File: src/verilog/cpwm_defines.vh
`ifndef CPWM_DEFINES_VH
`define CPWM_DEFINES_VH

// register indices; byte address is four times the index
`define CPWM_IDX_PORT_DATA    6'h07
`define CPWM_IDX_TIMER        6'h11
`define CPWM_IDX_TIMER_CTRL   6'h12
`define CPWM_IDX_PERIOD       6'h13
`define CPWM_IDX_PORT_DIR     6'h14
`define CPWM_IDX_DUTY_WRITE   6'h15
`define CPWM_IDX_DUTY_SHADOW  6'h16
`define CPWM_IDX_UNIT_CTRL    6'h17
`define CPWM_IDX_STATUS       6'h18
`define CPWM_IDX_UNIT2_CTRL   6'h1d

// control register fields
`define CPWM_CTRL_DUTY_LSB    5:4
`define CPWM_CTRL_MODE        3:0
`define CPWM_CTRL_PWM_BITS    3:2
`define CPWM_MODE_PWM_HI      2'b11
`define CPWM_MODE_OFF         4'h0

// timer control fields
`define CPWM_TCTL_PRESCALE    1:0
`define CPWM_TCTL_ON          2
`define CPWM_TCTL_POSTSCALE   6:3

// pin used by the waveform within the shared port
`define CPWM_PIN_BIT          2

// reset values
`define CPWM_RST_PERIOD       8'hff
`define CPWM_RST_PORT_DIR     8'hff
`define CPWM_RST_ZERO8        8'h00

// oscillator periods per timer step before prescaling
`define CPWM_Q_PHASES         4

// bus answers
`define CPWM_RESP_OKAY        2'b00
`define CPWM_RESP_SLVERR      2'b10

`endif

File: src/verilog/cpwm_timebase.v
`timescale 1ns/1ps
`include "cpwm_defines.vh"

module cpwm_timebase (
	input  wire       aclk,
	input  wire       aresetn,
	input  wire       enable,
	input  wire [1:0] prescale_sel,
	input  wire [7:0] period_value,
	output wire [7:0] timer_value,
	output wire [1:0] phase_value,
	output wire       period_wrap
);
	reg [3:0] pre_q;
	reg [1:0] phase_q;
	reg [7:0] tmr_q;
	reg [3:0] pre_limit;
	wire      step;

	always @* begin
		case (prescale_sel)
			2'b00:   pre_limit = 4'h0;
			2'b01:   pre_limit = 4'h3;
			default: pre_limit = 4'hf;
		endcase
	end

	assign step        = enable && (pre_q >= pre_limit);
	// timer step that follows a match with the period
	assign period_wrap = step && (phase_q == 2'h3) && (tmr_q == period_value);
	assign timer_value = tmr_q;
	assign phase_value = phase_q;

	always @(posedge aclk) begin
		if (!aresetn) begin
			pre_q   <= 4'h0;
			phase_q <= 2'h0;
			tmr_q   <= 8'h00;
		end else if (enable) begin
			pre_q <= step ? 4'h0 : pre_q + 4'h1;
			if (step) begin
				phase_q <= phase_q + 2'h1;
				if (phase_q == 2'h3) begin
					if (period_wrap)
						tmr_q <= 8'h00;
					else
						tmr_q <= tmr_q + 8'h01;
				end
			end
		end
	end
endmodule // cpwm_timebase

File: src/verilog/cpwm_top.v
// How it works
// output waveform with up to 10-bit resolution
// pin drives only while direction bit clear
// control written zero forces output latch low
// period is (period+1) x 4 x prescale
// period match clears timer, sets pin
// zero duty never sets pin
// boundary copies duty into shadow and latch
// postscaler never alters period, paces update flag
// duty is low register plus control bits 5:4
// high time is duty x osc x prescale
// duty writes take effect after next match
// shadow duty register ignores software writes
// duty double-buffered, no mid-period glitch
// pin cleared when duty equals timer and phase
// duty beyond period keeps pin high
// mode 0000 disables, 11xx selects waveform
// duty compared every oscillator cycle
`timescale 1ns/1ps
`include "cpwm_defines.vh"

module cpwm_top #(
	parameter ADDR_W = 8
) (
	input  wire              aclk,
	input  wire              aresetn,
	input  wire [ADDR_W-1:0] s_axi_awaddr,
	input  wire [2:0]        s_axi_awprot,
	input  wire              s_axi_awvalid,
	output wire              s_axi_awready,
	input  wire [31:0]       s_axi_wdata,
	input  wire [3:0]        s_axi_wstrb,
	input  wire              s_axi_wvalid,
	output wire              s_axi_wready,
	output wire [1:0]        s_axi_bresp,
	output wire              s_axi_bvalid,
	input  wire              s_axi_bready,
	input  wire [ADDR_W-1:0] s_axi_araddr,
	input  wire [2:0]        s_axi_arprot,
	input  wire              s_axi_arvalid,
	output wire              s_axi_arready,
	output wire [31:0]       s_axi_rdata,
	output wire [1:0]        s_axi_rresp,
	output wire              s_axi_rvalid,
	input  wire              s_axi_rready,
	output wire              waveform_output_pin,
	output wire              waveform_output_pin_oe
);
	function mapped;
		input [5:0] idx;
		begin
			case (idx)
				`CPWM_IDX_PORT_DATA, `CPWM_IDX_TIMER, `CPWM_IDX_TIMER_CTRL,
				`CPWM_IDX_PERIOD, `CPWM_IDX_PORT_DIR, `CPWM_IDX_DUTY_WRITE,
				`CPWM_IDX_DUTY_SHADOW, `CPWM_IDX_UNIT_CTRL, `CPWM_IDX_STATUS,
				`CPWM_IDX_UNIT2_CTRL: mapped = 1'b1;
				default:              mapped = 1'b0;
			endcase
		end
	endfunction

	// bus state
	reg              awready_q;
	reg              wready_q;
	reg              aw_full_q;
	reg              w_full_q;
	reg [5:0]        wr_idx_q;
	reg [7:0]        wr_data_q;
	reg              wr_strb_q;
	reg              bvalid_q;
	reg [1:0]        bresp_q;
	reg              arready_q;
	reg              rvalid_q;
	reg [31:0]       rdata_q;
	reg [1:0]        rresp_q;

	// software registers
	reg [5:0]        ctrl_q;
	reg [5:0]        ctrl2_q;
	reg [7:0]        duty_write_q;
	reg [7:0]        duty_shadow_q;
	reg [1:0]        duty_lsb_latch_q;
	reg [7:0]        period_q;
	reg [6:0]        tctl_q;
	reg [7:0]        port_dir_q;
	reg [7:0]        port_data_q;
	reg [3:0]        post_cnt_q;
	reg              update_flag_q;
	reg              wave_latch_q;
	reg              pin_q;
	reg              pin_oe_q;
	reg              wrap_q;

	wire             aw_take;
	wire             w_take;
	wire             do_wr;
	wire             aw_full_d;
	wire             w_full_d;
	wire             bvalid_d;
	wire             ar_take;
	wire             rvalid_d;
	wire [5:0]       ar_idx;
	wire             pwm_mode;
	wire [7:0]       tmr;
	wire [1:0]       phase;
	wire             wrap;
	wire [9:0]       duty_new;
	wire             wr_ctrl;
	wire             clr_update;
	reg  [7:0]       rd_val;

	assign aw_take   = s_axi_awvalid && awready_q;
	assign w_take    = s_axi_wvalid && wready_q;
	assign do_wr     = aw_full_q && w_full_q && !bvalid_q;
	assign aw_full_d = (aw_full_q || aw_take) && !do_wr;
	assign w_full_d  = (w_full_q || w_take) && !do_wr;
	assign bvalid_d  = (bvalid_q && !s_axi_bready) || do_wr;
	assign ar_take   = s_axi_arvalid && arready_q;
	assign rvalid_d  = (rvalid_q && !s_axi_rready) || ar_take;
	assign ar_idx    = s_axi_araddr[7:2];

	assign wr_ctrl    = do_wr && wr_strb_q && (wr_idx_q == `CPWM_IDX_UNIT_CTRL);
	assign clr_update = do_wr && wr_strb_q && (wr_idx_q == `CPWM_IDX_STATUS) && wr_data_q[1];

	assign pwm_mode = (ctrl_q[`CPWM_CTRL_PWM_BITS] == `CPWM_MODE_PWM_HI);
	assign duty_new = {duty_write_q, ctrl_q[`CPWM_CTRL_DUTY_LSB]};

	cpwm_timebase u_timebase (
		.aclk         (aclk),
		.aresetn      (aresetn),
		.enable       (tctl_q[`CPWM_TCTL_ON]),
		.prescale_sel (tctl_q[`CPWM_TCTL_PRESCALE]),
		.period_value (period_q),
		.timer_value  (tmr),
		.phase_value  (phase),
		.period_wrap  (wrap)
	);

	// write channel
	always @(posedge aclk) begin
		if (!aresetn) begin
			awready_q <= 1'b0;
			wready_q  <= 1'b0;
			aw_full_q <= 1'b0;
			w_full_q  <= 1'b0;
			wr_idx_q  <= 6'h00;
			wr_data_q <= 8'h00;
			wr_strb_q <= 1'b0;
			bvalid_q  <= 1'b0;
			bresp_q   <= `CPWM_RESP_OKAY;
		end else begin
			aw_full_q <= aw_full_d;
			w_full_q  <= w_full_d;
			awready_q <= !aw_full_d && !bvalid_d;
			wready_q  <= !w_full_d && !bvalid_d;
			bvalid_q  <= bvalid_d;
			if (aw_take)
				wr_idx_q <= s_axi_awaddr[7:2];
			if (w_take) begin
				wr_data_q <= s_axi_wdata[7:0];
				wr_strb_q <= s_axi_wstrb[0];
			end
			if (do_wr)
				bresp_q <= mapped(wr_idx_q) ? `CPWM_RESP_OKAY : `CPWM_RESP_SLVERR;
		end
	end

	// read channel
	always @* begin
		case (ar_idx)
			`CPWM_IDX_PORT_DATA:   rd_val = port_data_q;
			`CPWM_IDX_TIMER:       rd_val = tmr;
			`CPWM_IDX_TIMER_CTRL:  rd_val = {1'b0, tctl_q};
			`CPWM_IDX_PERIOD:      rd_val = period_q;
			`CPWM_IDX_PORT_DIR:    rd_val = port_dir_q;
			`CPWM_IDX_DUTY_WRITE:  rd_val = duty_write_q;
			`CPWM_IDX_DUTY_SHADOW: rd_val = duty_shadow_q;
			`CPWM_IDX_UNIT_CTRL:   rd_val = {2'b00, ctrl_q};
			`CPWM_IDX_STATUS:      rd_val = {6'h00, update_flag_q, wave_latch_q};
			`CPWM_IDX_UNIT2_CTRL:  rd_val = {2'b00, ctrl2_q};
			default:               rd_val = 8'h00;
		endcase
	end

	always @(posedge aclk) begin
		if (!aresetn) begin
			arready_q <= 1'b0;
			rvalid_q  <= 1'b0;
			rdata_q   <= 32'h00000000;
			rresp_q   <= `CPWM_RESP_OKAY;
		end else begin
			rvalid_q  <= rvalid_d;
			arready_q <= !rvalid_d;
			if (ar_take) begin
				rdata_q <= {24'h000000, rd_val};
				rresp_q <= mapped(ar_idx) ? `CPWM_RESP_OKAY : `CPWM_RESP_SLVERR;
			end
		end
	end

	// register writes; duty writes land in the write register at any time
	always @(posedge aclk) begin
		if (!aresetn) begin
			ctrl_q       <= 6'h00;
			ctrl2_q      <= 6'h00;
			duty_write_q <= `CPWM_RST_ZERO8;
			period_q     <= `CPWM_RST_PERIOD;
			tctl_q       <= 7'h00;
			port_dir_q   <= `CPWM_RST_PORT_DIR;
			port_data_q  <= `CPWM_RST_ZERO8;
		end else if (do_wr && wr_strb_q) begin
			case (wr_idx_q)
				`CPWM_IDX_UNIT_CTRL:   ctrl_q       <= wr_data_q[5:0];
				`CPWM_IDX_UNIT2_CTRL:  ctrl2_q      <= wr_data_q[5:0];
				`CPWM_IDX_DUTY_WRITE:  duty_write_q <= wr_data_q;
				`CPWM_IDX_PERIOD:      period_q     <= wr_data_q;
				`CPWM_IDX_TIMER_CTRL:  tctl_q       <= wr_data_q[6:0];
				`CPWM_IDX_PORT_DIR:    port_dir_q   <= wr_data_q;
				`CPWM_IDX_PORT_DATA:   port_data_q  <= wr_data_q;
				`CPWM_IDX_DUTY_SHADOW: ctrl2_q      <= ctrl2_q;
				default:               ctrl2_q      <= ctrl2_q;
			endcase
		end
	end

	// postscaler paces only the update flag
	always @(posedge aclk) begin
		if (!aresetn) begin
			post_cnt_q    <= 4'h0;
			update_flag_q <= 1'b0;
		end else begin
			if (wrap) begin
				if (post_cnt_q == tctl_q[`CPWM_TCTL_POSTSCALE])
					post_cnt_q <= 4'h0;
				else
					post_cnt_q <= post_cnt_q + 4'h1;
			end
			// set wins over a clear in the same cycle
			if (wrap && (post_cnt_q == tctl_q[`CPWM_TCTL_POSTSCALE]))
				update_flag_q <= 1'b1;
			else if (clr_update)
				update_flag_q <= 1'b0;
		end
	end

	// wrap delayed by one clock; the latch is set here so high time is whole steps
	always @(posedge aclk) begin
		if (!aresetn)
			wrap_q <= 1'b0;
		else
			wrap_q <= wrap;
	end

	// waveform latch and double buffer
	always @(posedge aclk) begin
		if (!aresetn) begin
			duty_shadow_q    <= 8'h00;
			duty_lsb_latch_q <= 2'b00;
			wave_latch_q     <= 1'b0;
		end else if ((wr_ctrl && (wr_data_q[5:0] == 6'h00)) ||
		             (ctrl_q[`CPWM_CTRL_MODE] == `CPWM_MODE_OFF)) begin
			duty_shadow_q    <= 8'h00;
			duty_lsb_latch_q <= 2'b00;
			wave_latch_q     <= 1'b0;
		end else if (!pwm_mode) begin
			wave_latch_q <= 1'b0;
		end else begin
			if (wrap) begin
				duty_shadow_q    <= duty_new[9:2];
				duty_lsb_latch_q <= duty_new[1:0];
			end
			// set one clock after the copy, cleared one clock after the step that reaches the duty
			if (wrap_q)
				wave_latch_q <= ({duty_shadow_q, duty_lsb_latch_q} != 10'h000);
			else if ({tmr, phase} == {duty_shadow_q, duty_lsb_latch_q})
				wave_latch_q <= 1'b0;
		end
	end

	// shared pin: waveform in the right mode, port latch otherwise
	always @(posedge aclk) begin
		if (!aresetn) begin
			pin_q    <= 1'b0;
			pin_oe_q <= 1'b0;
		end else begin
			pin_q    <= pwm_mode ? wave_latch_q : port_data_q[`CPWM_PIN_BIT];
			pin_oe_q <= !port_dir_q[`CPWM_PIN_BIT];
		end
	end

	assign s_axi_awready          = awready_q;
	assign s_axi_wready           = wready_q;
	assign s_axi_bvalid           = bvalid_q;
	assign s_axi_bresp            = bresp_q;
	assign s_axi_arready          = arready_q;
	assign s_axi_rvalid           = rvalid_q;
	assign s_axi_rdata            = rdata_q;
	assign s_axi_rresp            = rresp_q;
	assign waveform_output_pin    = pin_q;
	assign waveform_output_pin_oe = pin_oe_q;
endmodule // cpwm_top

File: config.mk
export PLATFORM = sky130hd
export DESIGN_NAME = cpwm_top
export DESIGN_NICKNAME = d
export VERILOG_FILES = /design/src/verilog/cpwm_timebase.v /design/src/verilog/cpwm_top.v
export VERILOG_INCLUDE_DIRS = /design/src /design/src/verilog
export SDC_FILE = /design/constraint.sdc
export NUM_CORES = 1
export LEC_CHECK = 0
export BUFFER_PORTS_ARGS = -buffer_cell sky130_fd_sc_hd__buf_4
export CELL_PAD_IN_SITES_DETAIL_PLACEMENT = 2
export CELL_PAD_IN_SITES_GLOBAL_PLACEMENT = 2
export CORE_MARGIN = 2
export CORE_UTILIZATION = 36
export CTS_CLUSTER_DIAMETER = 120
export CTS_CLUSTER_SIZE = 40
export DETAILED_ROUTE_END_ITERATION = 16
export PLACE_DENSITY = 0.83
export SLEW_MARGIN = 30
export SYNTH_ARGS = -nofsm -noshare
export SYNTH_HDL_FRONTEND = slang
export SYNTH_SLANG_ARGS = --single-unit
export TNS_END_PERCENT = 10
File: constraint.sdc
create_clock -name aclk -period 4.1 [get_ports aclk]
set_input_delay 0.41 -clock aclk [delete_from_list [all_inputs] [get_ports aclk]]
set_output_delay 0.41 -clock aclk [all_outputs]
set_load 0.05 [all_outputs]
======== Yosys cells after proc, flatten, opt, wreduce, memory -nomap -nowiden ========
Memory sizes are Yosys's and may differ from the RTL's. A register that Yosys moved wholly into a read port is not among the register bits.
Cells that the tools add are included.
operators by class
  muxes and demuxes ....................... 20
  order comparisons ....................... 1
  bitwise gates (word level) .............. 2
  equality and inequality tests ........... 24
  reductions and logical operators ........ 52
  add/sub/neg operators ................... 4
operators by type and width
  operator               count
  $eq A6 B5 Y1 const B   16
  $pmux W8 S10           1
  $logic_and A1 B1 Y1    20
  $reduce_and A2 Y1      9
  $eq A6 B3 Y1 const B   2
  $mux W1                11
  $eq A10 B10 Y1         1
  $mux W5                2
  $reduce_bool A10 Y1    1
  $logic_not A1 Y1       9
  $add A4 B1 Y4 const B  2
  $add A8 B1 Y8 const B  1
  $eq A8 B8 Y1           1
  $mux W4                2
  $mux W8                1
  $pmux W4 S2            1
  $logic_not A6 Y1       1
  $logic_or A1 B1 Y1     5
  $eq A2 B2 Y1 const B   2
  $eq A4 B4 Y1           1
  $ge A4 B4 Y1           1
  $logic_not A4 Y1       1
  $mux W2                2
  $reduce_bool A2 Y1     2
  7 further kinds        8
storage, ports and cells
  word-level logic and storage cells ...... 136
  memories kept ........................... 2
  output and inout bits ................... 43
  memory bits (read-only) ................. 64
  register bits ........................... 118
memory list
  memory            words  width  rd ports  clocked after memory_dff  write ports  RTL line       RTL
  (name not given)  32     1      1         0                         0            cpwm_top.v:52  case (idx)
  (name not given)  32     1      1         1                         0            cpwm_top.v:52

======== Depth between registers and ports, before layout ========
Gate-level depths: netlist of run 1.
  word-level depth ........................ 8
  depth in mapped cells ................... 9
  depth with buffers taken out ............ 8

======== By module ========
From an unflattened synthesis of run 1, not the netlist that was laid out.
second synthesis, totals
  cells, all modules ...................... 658
  area total of the unflattened synthesis .. 5783.0 um2
by module, submodules not included
  module         cells each  area each (um2)  instances  sequential area each (um2)
  cpwm_top       557         4853.4           1          2062.0
  cpwm_timebase  101         929.6            1          280.3

======== Worst setup path after synthesis of run 1 ========
OpenSTA, ideal clock, no wires.
  path kind ............................... register -> register
  start point ............................. register tctl_q[0]
  end point ............................... register duty_lsb_latch_q[1]
  stages on the path, launching flop included .. 9
  path slack .............................. 1.996 ns
  data required time ...................... 4.030 ns
  library setup time ...................... 0.070 ns
  data arrival time ....................... 2.035 ns
  buffers on the path ..................... 1
  clock period less this slack ............ 2.104 ns
  cell sequence ........................... dfxtp_1 or2_2 ha_1 nor2b_1 o21a_1 nor3_1 buf_2 nand4_1 a21oi_1
between the ends
  word-level cells in the longest chain between the ends .. 7
  elaborated cells between the ends (all ways) .. 8
  those cells by class .................... order compare: 1; eq/ne: 1; mux: 1; reduce/logical: 5
RTL lines
  what                                                     RTL line            RTL
  start: declaration                                       cpwm_top.v:84       reg [6:0] tctl_q;
  start signal: assignment                                 cpwm_top.v:217      `CPWM_IDX_TIMER_CTRL: tctl_q <= wr_data_q[6:0];
  $eq A2 B1 Y1 / $logic_not A2 Y1 (equally long branches)  cpwm_timebase.v:21  case (prescale_sel)
  $pmux W4 S2 *                                            cpwm_timebase.v:21
  $ge A4 B4 Y1 *                                           cpwm_timebase.v:28  assign step = enable && (pre_q >= pre_limit);
  $logic_and A1 B1 Y1 *                                    cpwm_timebase.v:28
  $logic_and A1 B1 Y1 * (2 in series)                      cpwm_timebase.v:30  assign period_wrap = step && (phase_q == 2'h3) && (tmr_q == period_value);
  $reduce_and A2 Y1 (no line) *                            n/a
  end signal: assignment                                   cpwm_top.v:270      duty_lsb_latch_q <= duty_new[1:0];
  end: declaration                                         cpwm_top.v:82       reg [1:0] duty_lsb_latch_q;
Every way passes the cells marked *; elsewhere a longest branch is shown, timed or not.
A chain may end at the register's enable or synchronous reset.

======== Worst setup path in the final report of run 1 ========
  start point ............................. register tctl_q[0]
  end point ............................... register u_timebase.tmr_q[3], in the netlist u_timebase.timer_value[3]
between the ends
  word-level cells in the longest chain between the ends .. 7
  elaborated cells between the ends (all ways) .. 9
  those cells by class .................... order compare: 1; eq/ne: 1; mux: 2; reduce/logical: 5
RTL lines
  what                                                     RTL line            RTL
  $eq A2 B1 Y1 / $logic_not A2 Y1 (equally long branches)  cpwm_timebase.v:21
  $pmux W4 S2 *                                            cpwm_timebase.v:21
  $ge A4 B4 Y1 *                                           cpwm_timebase.v:28
  $logic_and A1 B1 Y1 *                                    cpwm_timebase.v:28
  $logic_and A1 B1 Y1 (2 in series)                        cpwm_timebase.v:30
  $mux W8                                                  cpwm_timebase.v:44  if (period_wrap)
  end signal: assignment                                   cpwm_timebase.v:47  tmr_q <= tmr_q + 8'h01;
  end: declaration                                         cpwm_timebase.v:16  reg [7:0] tmr_q;
Marked as above.

==> impl_metrics.yaml, run 1 <==
routing:
  num_vias: 5007
  wire_per_inst_um: 21.43
  drc: 0
  drt_iter0_markers: 273
  drt_wl_total_mm: 19.16
  ant_nets: 0
  drt_pass1_iterations: 4
  vias_per_cell: 5.601
hold_path:
  holdPathStages: 3
  hold_path_class: "primary input to flop"
  hold_start: "s_axi_awaddr[7]"
  whs_endpoint: "wr_idx_q[5]"
power_and_ir_drop:
  total_power_w: 0.002863
  pwr-share-seq_pct: 41.1
  power.share.clock_pct: 52.0
  cell_internal_pwr_w: 0.002119
  p_sw_w: 0.0007435
  p_leak_nw: 2.654
  sw_frac_of_total_pct: 25.97
  p_per_area_nw_per_um2: 430.1
  comb_power_share_pct: 6.9
  irDropWorstVdd_uv: 316.1
cts:
  clkTransAtPathRegs_ns: 0.06
  root_buffer: "clkbuf_16"
  clk_latency_ns: 0.42
  cts.sinks: 117
  clockBufferDepth: 2
  cts_resized: 0
  cts_htree_levels: 4
  cts_buffers: 17
  cts_tree: "done"
  post_cts_buffers: 0
  postCtsHoldBufs: 0
die:
  dieArea_um2: 16910
  start_util_pct: 36.40
  coreArea_um2: 15710
  die_x_um: 130.0
  io_pins: 108
  die_y_um: 130.0
  rows: 46
global_route:
  grt_pass1_wl_mm: 30.39
  grtUsageTotal_pct: 24.02
  grt_pass1_vias: 5439
  grt-ovfl-total: 0
  grt_start_max_net_pins: 48
  antenna_found_initial: 0
setup_path:
  r2r_slack_ns: 1.14
  cp.required_ns: 4.37
  arrival_ns: 3.23
  critical-path-top-delay-family: "simple AND/OR/NAND/NOR gates"
  cpPeakStageDelay_ns: 0.80
  worstSetupStartpointType: "flop"
  critPathKind: "flop to flop"
  crit_fanout: 19
  cp-end-kind: "flop"
  crit_chain: "or2_2 -> ha_1 -> nor2b_1 -> o21ai_0 -> nand3_1 -> o21ai_1 -> nor2_1"
  slowest_stage: "o21ai_1"
  r2r_end: "u_timebase.timer_value[3]"
  r2r-start: "tctl_q[0]"
  rr_worst_depth: 7
  crit_buf_inv: 0
timing:
  post-route-period-util_pct: 72.12
  setup_violations: 0
  final-max-slew-violation-count: 0
  finalCriticalPeriod_ns: 2.957
  fmax_mhz: 338.2
  rsz0062_at_grt: "no"
  worstMarginPinSlew_ns: 0.9533
  clock_skew_ns: 0.007951
  hold_slack_ns: 0.2540
  max_slew_margin_pct: 35.92
  hold_viol: 0
  tns_ns: 0
finish:
  fill_cells: 1701
  final_layout_size_suffix_gt1_share_pct: 14.75
  area_growth_pct: 16.39
  finalNonFillerCells: 894
  n_antenna_cell: 0
  finalNetCount: 738
  utilization_pct: 42.36
logic_synthesis:
  synth_ff_type: "dfxtp_1"
  synth-seq-area-share_pct: 40.95
  async_flop_share_pct: 0
  syn-mean-instance-area_um2: 8.895
  synth-warning-count: 0
  ys_ff_latch: 117
  synth_cell_types: 59
  synth_edf_count: 0
  netlist_area_um2: 5719
  synthesis.instances: 643
placed_design:
  gp_congestion: 0.8349
  post-dp-hpwl_mm: 13.03
  port_buffers: 44
  dpl.cell_count: 862
job:
  maxCapViolations: 0
run_status:
  status: "finished clean"
[stage by stage]
step / area, um^2 / setup slack (ns)
after floorplan: 5813 / 1.996
after global placement: 6066 / 1.438
final: 6656 / 1.143
after detailed placement: 6066 / 1.293
after CTS: 6656 / 1.166
after global routing: 6656 / 1.018
[how the worst max path moves through the flow]
stage                     startpoint                        end  cells past startpoint
after global placement     tctl_q[0]  u_timebase.timer_value[5]                      7
after floorplan            tctl_q[0]        duty_lsb_latch_q[1]                      8
final                      tctl_q[0]  u_timebase.timer_value[3]                      7
after detailed placement   tctl_q[0]  u_timebase.timer_value[3]                      7
after CTS                  tctl_q[0]  u_timebase.timer_value[3]                      7
after global routing       tctl_q[0]  u_timebase.timer_value[3]                      7
[registers in the layout, indices dropped and copies added (netlist names), 2 cells and up, named ones only]
name,count
port_dir_q,8
wr_idx_q,6
ctrl_q,6
s_axi_rdata,8
duty_lsb_latch_q,2
tctl_q,7
wr_data_q,8
period_q,8
port_data_q,8
u_timebase.timer_value,8
u_timebase.phase_value,2
duty_write_q,8
post_cnt_q,4
u_timebase.pre_q,4
ctrl2_q,6
duty_shadow_q,8
[routing by layer]
layer | track usage [%] | vias up | part of all wire [%]
met5 | 0 | - | 0
met4 | 10.75 | 0 | 2.9
met1 | 27.53 | 2529 | 41
li1 | - | 2287 | -
met2 | 42.90 | 146 | 52
met3 | 5.166 | 45 | 4.4
[cell usage after synthesis (4+ instances only)]
master,instances,area [um^2]
nand2_1,77,289.0
inv_1,12,45.04
nand4_1,16,100.1
ha_1,8,100.1
o21a_1,5,37.54
nor2_1,54,202.7
xor2_1,19,166.4
mux2i_1,47,470.5
a21boi_0,4,30.03
o21ai_0,21,105.1
buf_4,26,195.2
xnor2_1,13,113.9
mux2_2,7,78.83
clkbuf_1,27,101.4
nand3_1,12,60.06
a21oi_1,47,235.2
a22oi_1,9,67.56
nand2b_1,4,25.02
or4_1,5,37.54
a32o_1,7,70.07
and2_1,5,31.28
a222oi_1,5,50.05
nor4_1,8,50.05
nor3_1,9,45.04
and3_1,9,56.30
buf_2,14,70.07
dfxtp_1,117,2342
mux4_2,5,112.6
[layout make-up]
| class | instances | area, um^2 | share of cell area, % |
|---|---|---|---|
| Multi-Input combinational cell | 468 | 3044 | 45.73 |
| Sequential cell | 117 | 2342 | 35.19 |
| Clock buffer | 18 | 439.2 | 6.598 |
| Timing Repair Buffer | 48 | 360.3 | 5.414 |
| Tap cell | 216 | 270.3 | 4.060 |
| Clock inverter | 14 | 151.4 | 2.274 |
| Inverter | 13 | 48.80 | 0.7331 |
[cells by family after synthesis]
group	share of synthesized area, %
compound gates	13.45
xor+xnor	4.900
fa+ha+maj	1.750
buf+inv	7.460
flops	40.95
mux	11.57
other cells	0.06557
simple gates	19.84
[worst register-to-register path, stage by stage (launching register included)]
cell     delay (ns)
dfxtp_1        0.32
or2_2          0.32
ha_1           0.29
nor2b_1        0.05
o21ai_0        0.22
nand3_1        0.65
o21ai_1        0.80
nor2_1         0.15
[power groups by stage]
stage / Clock [W] / Sequential [W] / Combinational [W]
2_1_floorplan: 0 / 0.00120 / 0.000153
3_3_place_gp: 0 / 0.00120 / 0.000189
3_5_place_dp: 0 / 0.00120 / 0.000195
4_1_cts: 0.00152 / 0.00118 / 0.000197
5_1_grt: 0.00158 / 0.00118 / 0.000212
6_report: 0.00149 / 0.00118 / 0.000197
[cell usage in the layout, fill, tap and decap left out, drive strengths merged, types with 3 or more instances in the layout]
cell type / synthesis / layout
dfxtp: 117 / 117
nand2: 77 / 77
nor2: 54 / 54
buf: 43 / 48
a21oi: 47 / 47
mux2i: 47 / 47
conb: 1 / 26
o21ai: 24 / 24
xor2: 19 / 19
clkbuf: 27 / 18
nand4: 17 / 17
inv: 13 / 16
xnor2: 13 / 13
nand3: 12 / 12
nor4: 12 / 12
nor3: 10 / 10
and3: 9 / 9
a22oi: 9 / 9
ha: 8 / 8
mux2: 7 / 7
a32o: 7 / 7
clkinv: 0 / 7
and2: 6 / 6
o21a: 5 / 5
mux4: 5 / 5
a222oi: 5 / 5
or4: 5 / 5
a21boi: 4 / 4
nand2b: 4 / 4
nor2b: 3 / 3
a221oi: 3 / 3
o211ai: 3 / 3
o41ai: 3 / 3
Note: power is estimated with default switching activity, not from simulation.
==> run 2: changes to the inputs <==
--- a/config.mk
+++ b/config.mk
@@ -10,11 +10,11 @@
 export CELL_PAD_IN_SITES_DETAIL_PLACEMENT = 2
 export CELL_PAD_IN_SITES_GLOBAL_PLACEMENT = 2
 export CORE_MARGIN = 2
-export CORE_UTILIZATION = 36
+export CORE_UTILIZATION = 33
 export CTS_CLUSTER_DIAMETER = 120
 export CTS_CLUSTER_SIZE = 40
 export DETAILED_ROUTE_END_ITERATION = 16
-export PLACE_DENSITY = 0.83
+export PLACE_DENSITY = 0.77
 export SLEW_MARGIN = 30
 export SYNTH_ARGS = -nofsm -noshare
 export SYNTH_HDL_FRONTEND = slang
==> constraint.sdc (replaced) <==
create_clock -name aclk -period 2.8 [get_ports aclk]
set_input_delay 0.28 -clock aclk [delete_from_list [all_inputs] [get_ports aclk]]
set_output_delay 0.28 -clock aclk [all_outputs]
set_load 0.05 [all_outputs]
==> impl_metrics.yaml, run 2 (synthesis results as in run 1) <==
finish:
  layout_commonest_cell: "dfxtp_1"
  area_growth_pct: 17.83
  n_antenna_cell: 0
  final_layout_size_suffix_gt1_share_pct: 15.57
  final_cell_area_um2: 6739
  finalNetCount: 749
  layout_common_cells: "dfxtp_1 (117), nand2_1 (77), buf_4 (59)"
cts:
  cts_htree_levels: 4
  clockBufferDepth: 2
  cts_resized: 0
  root_buffer: "clkbuf_16"
  postCtsHoldBufs: 0
  post_cts_buffers: 0
  clkTransAtPathRegs_ns: 0.05
  cts.sinks: 117
  clk_latency_ns: 0.43
  cts_tree: "done"
  cts_buffers: 17
setup_path:
  critPathKind: "flop to flop"
  crit_fanout: 6
  arrival_ns: 2.72
  cp.required_ns: 3.14
  cp-end-kind: "flop"
  critical-path-top-delay-family: "simple AND/OR/NAND/NOR gates"
  crit_chain: "or2_2 -> ha_1 -> nor2b_1 -> o21ai_0 -> nand3_1 -> or4_1 -> a21oi_1"
  cpPeakStageDelay_ns: 0.59
  slowest_stage: "or4_1"
  worstSetupStartpointType: "flop"
  crit_buf_inv: 0
die:
  start_util_pct: 33.41
  dieArea_um2: 18400
  die_y_um: 135.6
  io_pins: 108
  rows: 48
  coreArea_um2: 17120
  die_x_um: 135.6
routing:
  num_vias: 4981
  drt_pass1_iterations: 5
  ant_nets: 0
  vias_per_cell: 5.462
  drt_iter0_markers: 272
  wire_per_inst_um: 21.17
  drt_wl_total_mm: 19.31
  drc: 0
global_route:
  antenna_found_initial: 0
  grt_pass1_wl_mm: 30.57
  grt-ovfl-total: 0
  grt_start_max_net_pins: 36
  grt_pass1_vias: 5355
  grtUsageTotal_pct: 22.09
placed_design:
  dpl_cell_area_um2: 6160
  post-dp-hpwl_mm: 13.33
  gp_congestion: 0.8359
  port_buffers: 44
timing:
  final-max-slew-violation-count: 0
  tns_ns: 0
  post-route-period-util_pct: 85.19
  clock_skew_ns: 0.008410
  hold_viol: 0
  finalCriticalPeriod_ns: 2.385
  setup_violations: 0
  max_slew_margin_pct: 51.90
  worstMarginPinSlew_ns: 0.7162
  rsz0062_at_grt: "no"
  fmax_mhz: 419.2
power_and_ir_drop:
  cell_internal_pwr_w: 0.003169
  p_leak_nw: 2.700
  p_per_area_nw_per_um2: 623.9
  comb_power_share_pct: 7.0
  p_sw_w: 0.001036
  irDropWorstVdd_uv: 439.9
  pwr-share-seq_pct: 40.9
  sw_frac_of_total_pct: 24.63
  power.share.clock_pct: 52.1
run_status:
  status: "finished clean"
hold_path:
  hold_path_class: "primary input to flop"
job:
  maxCapViolations: 0
[run 2: cell count changes in the layout (fill, tap and decap cells not counted)]
cell | before | now
clkinvlp_4 | 2 | 3
clkinv_2 | 3 | 4
clkbuf_1 | 0 | 2
clkinv_4 | 4 | 0
buf_4 | 48 | 59
bufinv_16 | 2 | 3
inv_6 | 3 | 0
[run 2: worst reg2reg max path: stages (launching register included)]
cell	delay, ns
dfxtp_1	0.33
or2_2	0.33
ha_1	0.29
nor2b_1	0.05
o21ai_0	0.24
nand3_1	0.26
or4_1	0.59
a21oi_1	0.20
[run 2: cell type report]
| cell class | instances | area [um^2] |
|---|---|---|
| Fill cell | 1910 | 10380 |
| Multi-Input combinational cell | 468 | 3044 |
| Sequential cell | 117 | 2342 |
| Clock buffer | 20 | 446.7 |
| Timing Repair Buffer | 59 | 442.9 |
| Tap cell | 225 | 281.5 |
| Clock inverter | 10 | 132.6 |
| Inverter | 13 | 48.80 |
[run 2: final timing paths]
| kind | depth (start not counted) | endpoint | from | slack (ns) |
|---|---|---|---|---|
| worst min-delay path | 3 | wr_data_q[6] | s_axi_wdata[6] | 0.11 |
| worst min register to register | 1 | s_axi_bresp[1] | flop | 0.46 |
| worst max register to register | 7 | post_cnt_q[0] | tctl_q[0] | 0.41 |
| worst max-delay path | 7 | post_cnt_q[0] | tctl_q[0] | 0.41 |
[run 2: metal layers]
metal / global-route usage (%) / up-vias / wire length [um]
li1: - / 2294 / -
met1: 26.41 / 2521 / 8211
met2: 38.27 / 127 / 9659
met3: 4.190 / 39 / 838
met4: 10.19 / 0 / 597
met5: 0 / - / 0
[run 2: power by group through the flow]
stage	clock [W]	combinational (W)	sequential [W]
final	0.00219	0.000295	0.00172
after global routing	0.00230	0.000316	0.00172
after CTS	0.00222	0.000296	0.00172
after detailed placement	0	0.000292	0.00176
after global placement	0	0.000284	0.00175
after floorplan	0	0.000224	0.00176
[run 2: through the flow]
step,std cells,util [%],power (W),setup slack [ns],hold WS [ns]
5_1_grt,912,39.37,0.004340,0.2386,0.1141
4_1_cts,912,39.37,0.004237,0.4241,0.09674
3_5_place_dp,882,35.99,0.002047,0.5340,0.4212
6_report,912,39.37,0.004205,0.4147,0.1058
3_3_place_gp,882,35.99,0.002037,0.5908,0.4206
2_1_floorplan,668,-,0.001981,0.6956,0.4076
==> run 3: changes to the inputs <==
--- a/config.mk
+++ b/config.mk
@@ -7,14 +7,15 @@
 export NUM_CORES = 1
 export LEC_CHECK = 0
 export BUFFER_PORTS_ARGS = -buffer_cell sky130_fd_sc_hd__buf_4
+export CAP_MARGIN = 0
 export CELL_PAD_IN_SITES_DETAIL_PLACEMENT = 2
 export CELL_PAD_IN_SITES_GLOBAL_PLACEMENT = 2
 export CORE_MARGIN = 2
-export CORE_UTILIZATION = 33
+export CORE_UTILIZATION = 36
 export CTS_CLUSTER_DIAMETER = 120
 export CTS_CLUSTER_SIZE = 40
 export DETAILED_ROUTE_END_ITERATION = 16
-export PLACE_DENSITY = 0.77
+export PLACE_DENSITY = 0.83
 export SLEW_MARGIN = 30
 export SYNTH_ARGS = -nofsm -noshare
 export SYNTH_HDL_FRONTEND = slang
==> constraint.sdc (replaced) <==
create_clock -name aclk -period 2.9 [get_ports aclk]
set_input_delay 0.29 -clock aclk [delete_from_list [all_inputs] [get_ports aclk]]
set_output_delay 0.29 -clock aclk [all_outputs]
set_load 0.05 [all_outputs]
==> impl_metrics.yaml, run 3 (synthesis results as in run 1) <==
finish:
  n_antenna_cell: 0
  area_growth_pct: 17.35
  finalNetCount: 746
  final_layout_size_suffix_gt1_share_pct: 15.60
  fill_cells: 1700
  layout_commonest_cell: "dfxtp_1"
  utilization_pct: 42.71
  layout_common_cells: "dfxtp_1 (117), nand2_1 (77), buf_4 (56)"
global_route:
  use_met1_pct: 28.31
  grt_pass1_wl_mm: 31.60
  grtUsageTotal_pct: 25.20
  busiest_layer: "met2"
  met3_usage_pct: 5.371
  met2_usage_pct: 45.77
  grt_start_max_net_pins: 44
  grt_pass1_vias: 5527
  grt-ovfl-total: 0
  antenna_found_initial: 0
cts:
  cts_buffers: 17
  clockBufferDepth: 2
  cts_tree: "done"
  cts_resized: 0
  root_buffer: "clkbuf_16"
  postCtsHoldBufs: 0
  post_cts_buffers: 0
  cts.sinks: 117
  clkTransAtPathRegs_ns: 0.06
  clk_latency_ns: 0.43
  cts_htree_levels: 4
placed_design:
  gp_congestion: 0.8616
  port_buffers: 44
  post-dp-hpwl_mm: 13.57
timing:
  setup_violations: 0
  max_slew_margin_pct: 47.87
  post-route-period-util_pct: 83.18
  hold_viol: 0
  tns_ns: 0
  rsz0062_at_grt: "no"
  worstMarginPinSlew_ns: 0.7808
  clock_skew_ns: 0.007111
  finalCriticalPeriod_ns: 2.412
  final-max-slew-violation-count: 0
  fmax_mhz: 414.6
power_and_ir_drop:
  comb_power_share_pct: 6.9
  p_leak_nw: 2.689
  irDropWorstVdd_uv: 458.9
  pwr-share-seq_pct: 41.0
  p_per_area_nw_per_um2: 605.1
  p_sw_w: 0.001052
  power.share.clock_pct: 52.1
  cell_internal_pwr_w: 0.003009
  sw_frac_of_total_pct: 25.90
  total_power_w: 0.004061
die:
  io_pins: 108
  start_util_pct: 36.40
  dieArea_um2: 16910
  coreArea_um2: 15710
  die_y_um: 130.0
  die_x_um: 130.0
  rows: 46
routing:
  drc: 0
  wire_per_inst_um: 22.52
  vias_per_cell: 5.517
  num_vias: 4976
  drt_pass1_iterations: 4
  drt_iter0_markers: 287
  ant_nets: 0
  drt_wl_total_mm: 20.31
setup_path:
  r2r_end: "u_timebase.timer_value[1]"
  r2r-start: "tctl_q[0]"
  worstSetupStartpointType: "flop"
  slowest_stage: "o21ai_1"
  cp.required_ns: 3.17
  critPathKind: "flop to flop"
  arrival_ns: 2.69
  cp-end-kind: "flop"
  cpPeakStageDelay_ns: 0.60
  r2r_slack_ns: 0.49
  rr_worst_depth: 7
  crit_chain: "or2_2 -> ha_1 -> nor2b_1 -> o21ai_0 -> nand3_1 -> o21ai_1 -> a21oi_1"
  crit_fanout: 8
hold_path:
  hold_start: "s_axi_wdata[0]"
  holdPathStages: 3
  hold_path_class: "primary input to flop"
  whs_endpoint: "wr_data_q[0]"
job:
  maxCapViolations: 0
run_status:
  status: "finished clean"
[run 3: cell count changes in the layout (fill, tap and decap cells not counted), sizes merged]
cell / before / now
bufinv: 3 / 2
buf: 59 / 56
inv: 13 / 14
clkinv: 4 / 6
[run 3: worst max path at each step]
stage / start / endpoint / slack [ns]
final: tctl_q[0] / u_timebase.timer_value[1] / 0.49
after floorplan: tctl_q[0] / duty_lsb_latch_q[1] / 0.80
after CTS: tctl_q[0] / u_timebase.timer_value[1] / 0.44
after global placement: tctl_q[0] / u_timebase.timer_value[6] / 0.67
after detailed placement: tctl_q[0] / u_timebase.timer_value[0] / 0.53
after global routing: tctl_q[0] / u_timebase.timer_value[5] / 0.31
[run 3: cell type report]
| type | instances | area [um^2] | area share, % |
|---|---|---|---|
| Sequential cell | 117 | 2342 | 34.90 |
| Clock inverter | 12 | 128.9 | 1.920 |
| Tap cell | 216 | 270.3 | 4.027 |
| Multi-Input combinational cell | 468 | 3044 | 45.36 |
| Inverter | 13 | 48.80 | 0.7271 |
| Clock buffer | 20 | 456.7 | 6.805 |
| Timing Repair Buffer | 56 | 420.4 | 6.264 |
[run 3: routing by layer]
layer / vias up / wire [um] / share of wire [%]
met2: 136 / 10600 / 52
met4: 0 / 652 / 3.2
met1: 2502 / 8259 / 41
met5: - / 0 / 0
li1: 2294 / - / -
met3: 44 / 804 / 4.0
[run 3: worst max-delay path, delay by kind of cell (launching register included)]
kind                       cells  cell delay [ns]
adders and majority gates      1             0.30
AOI/OAI and AO/OA              3             0.94
and+or+nand+nor                3             0.67
DFF                            1             0.34
[run 3: per-stage QoR]
stage	setup slack [ns]	instance area, um^2	hold slack (ns)	instances
floorplan	0.7956	5813	0.4076	668
global placement	0.6730	6126	0.4232	870
detailed placement	0.5275	6126	0.4200	870
CTS	0.4433	6711	0.1136	902
global route	0.3081	6711	0.1227	902
finish	0.4879	6711	0.1226	902
[run 3: power by group through the flow]
stage	combinational [W]	sequential, W	clock [W]
global route	0.000299	0.00167	0.00222
finish	0.000281	0.00167	0.00212
global placement	0.000267	0.00170	0
CTS	0.000281	0.00166	0.00214
detailed placement	0.000277	0.00170	0
floorplan	0.000216	0.00170	0
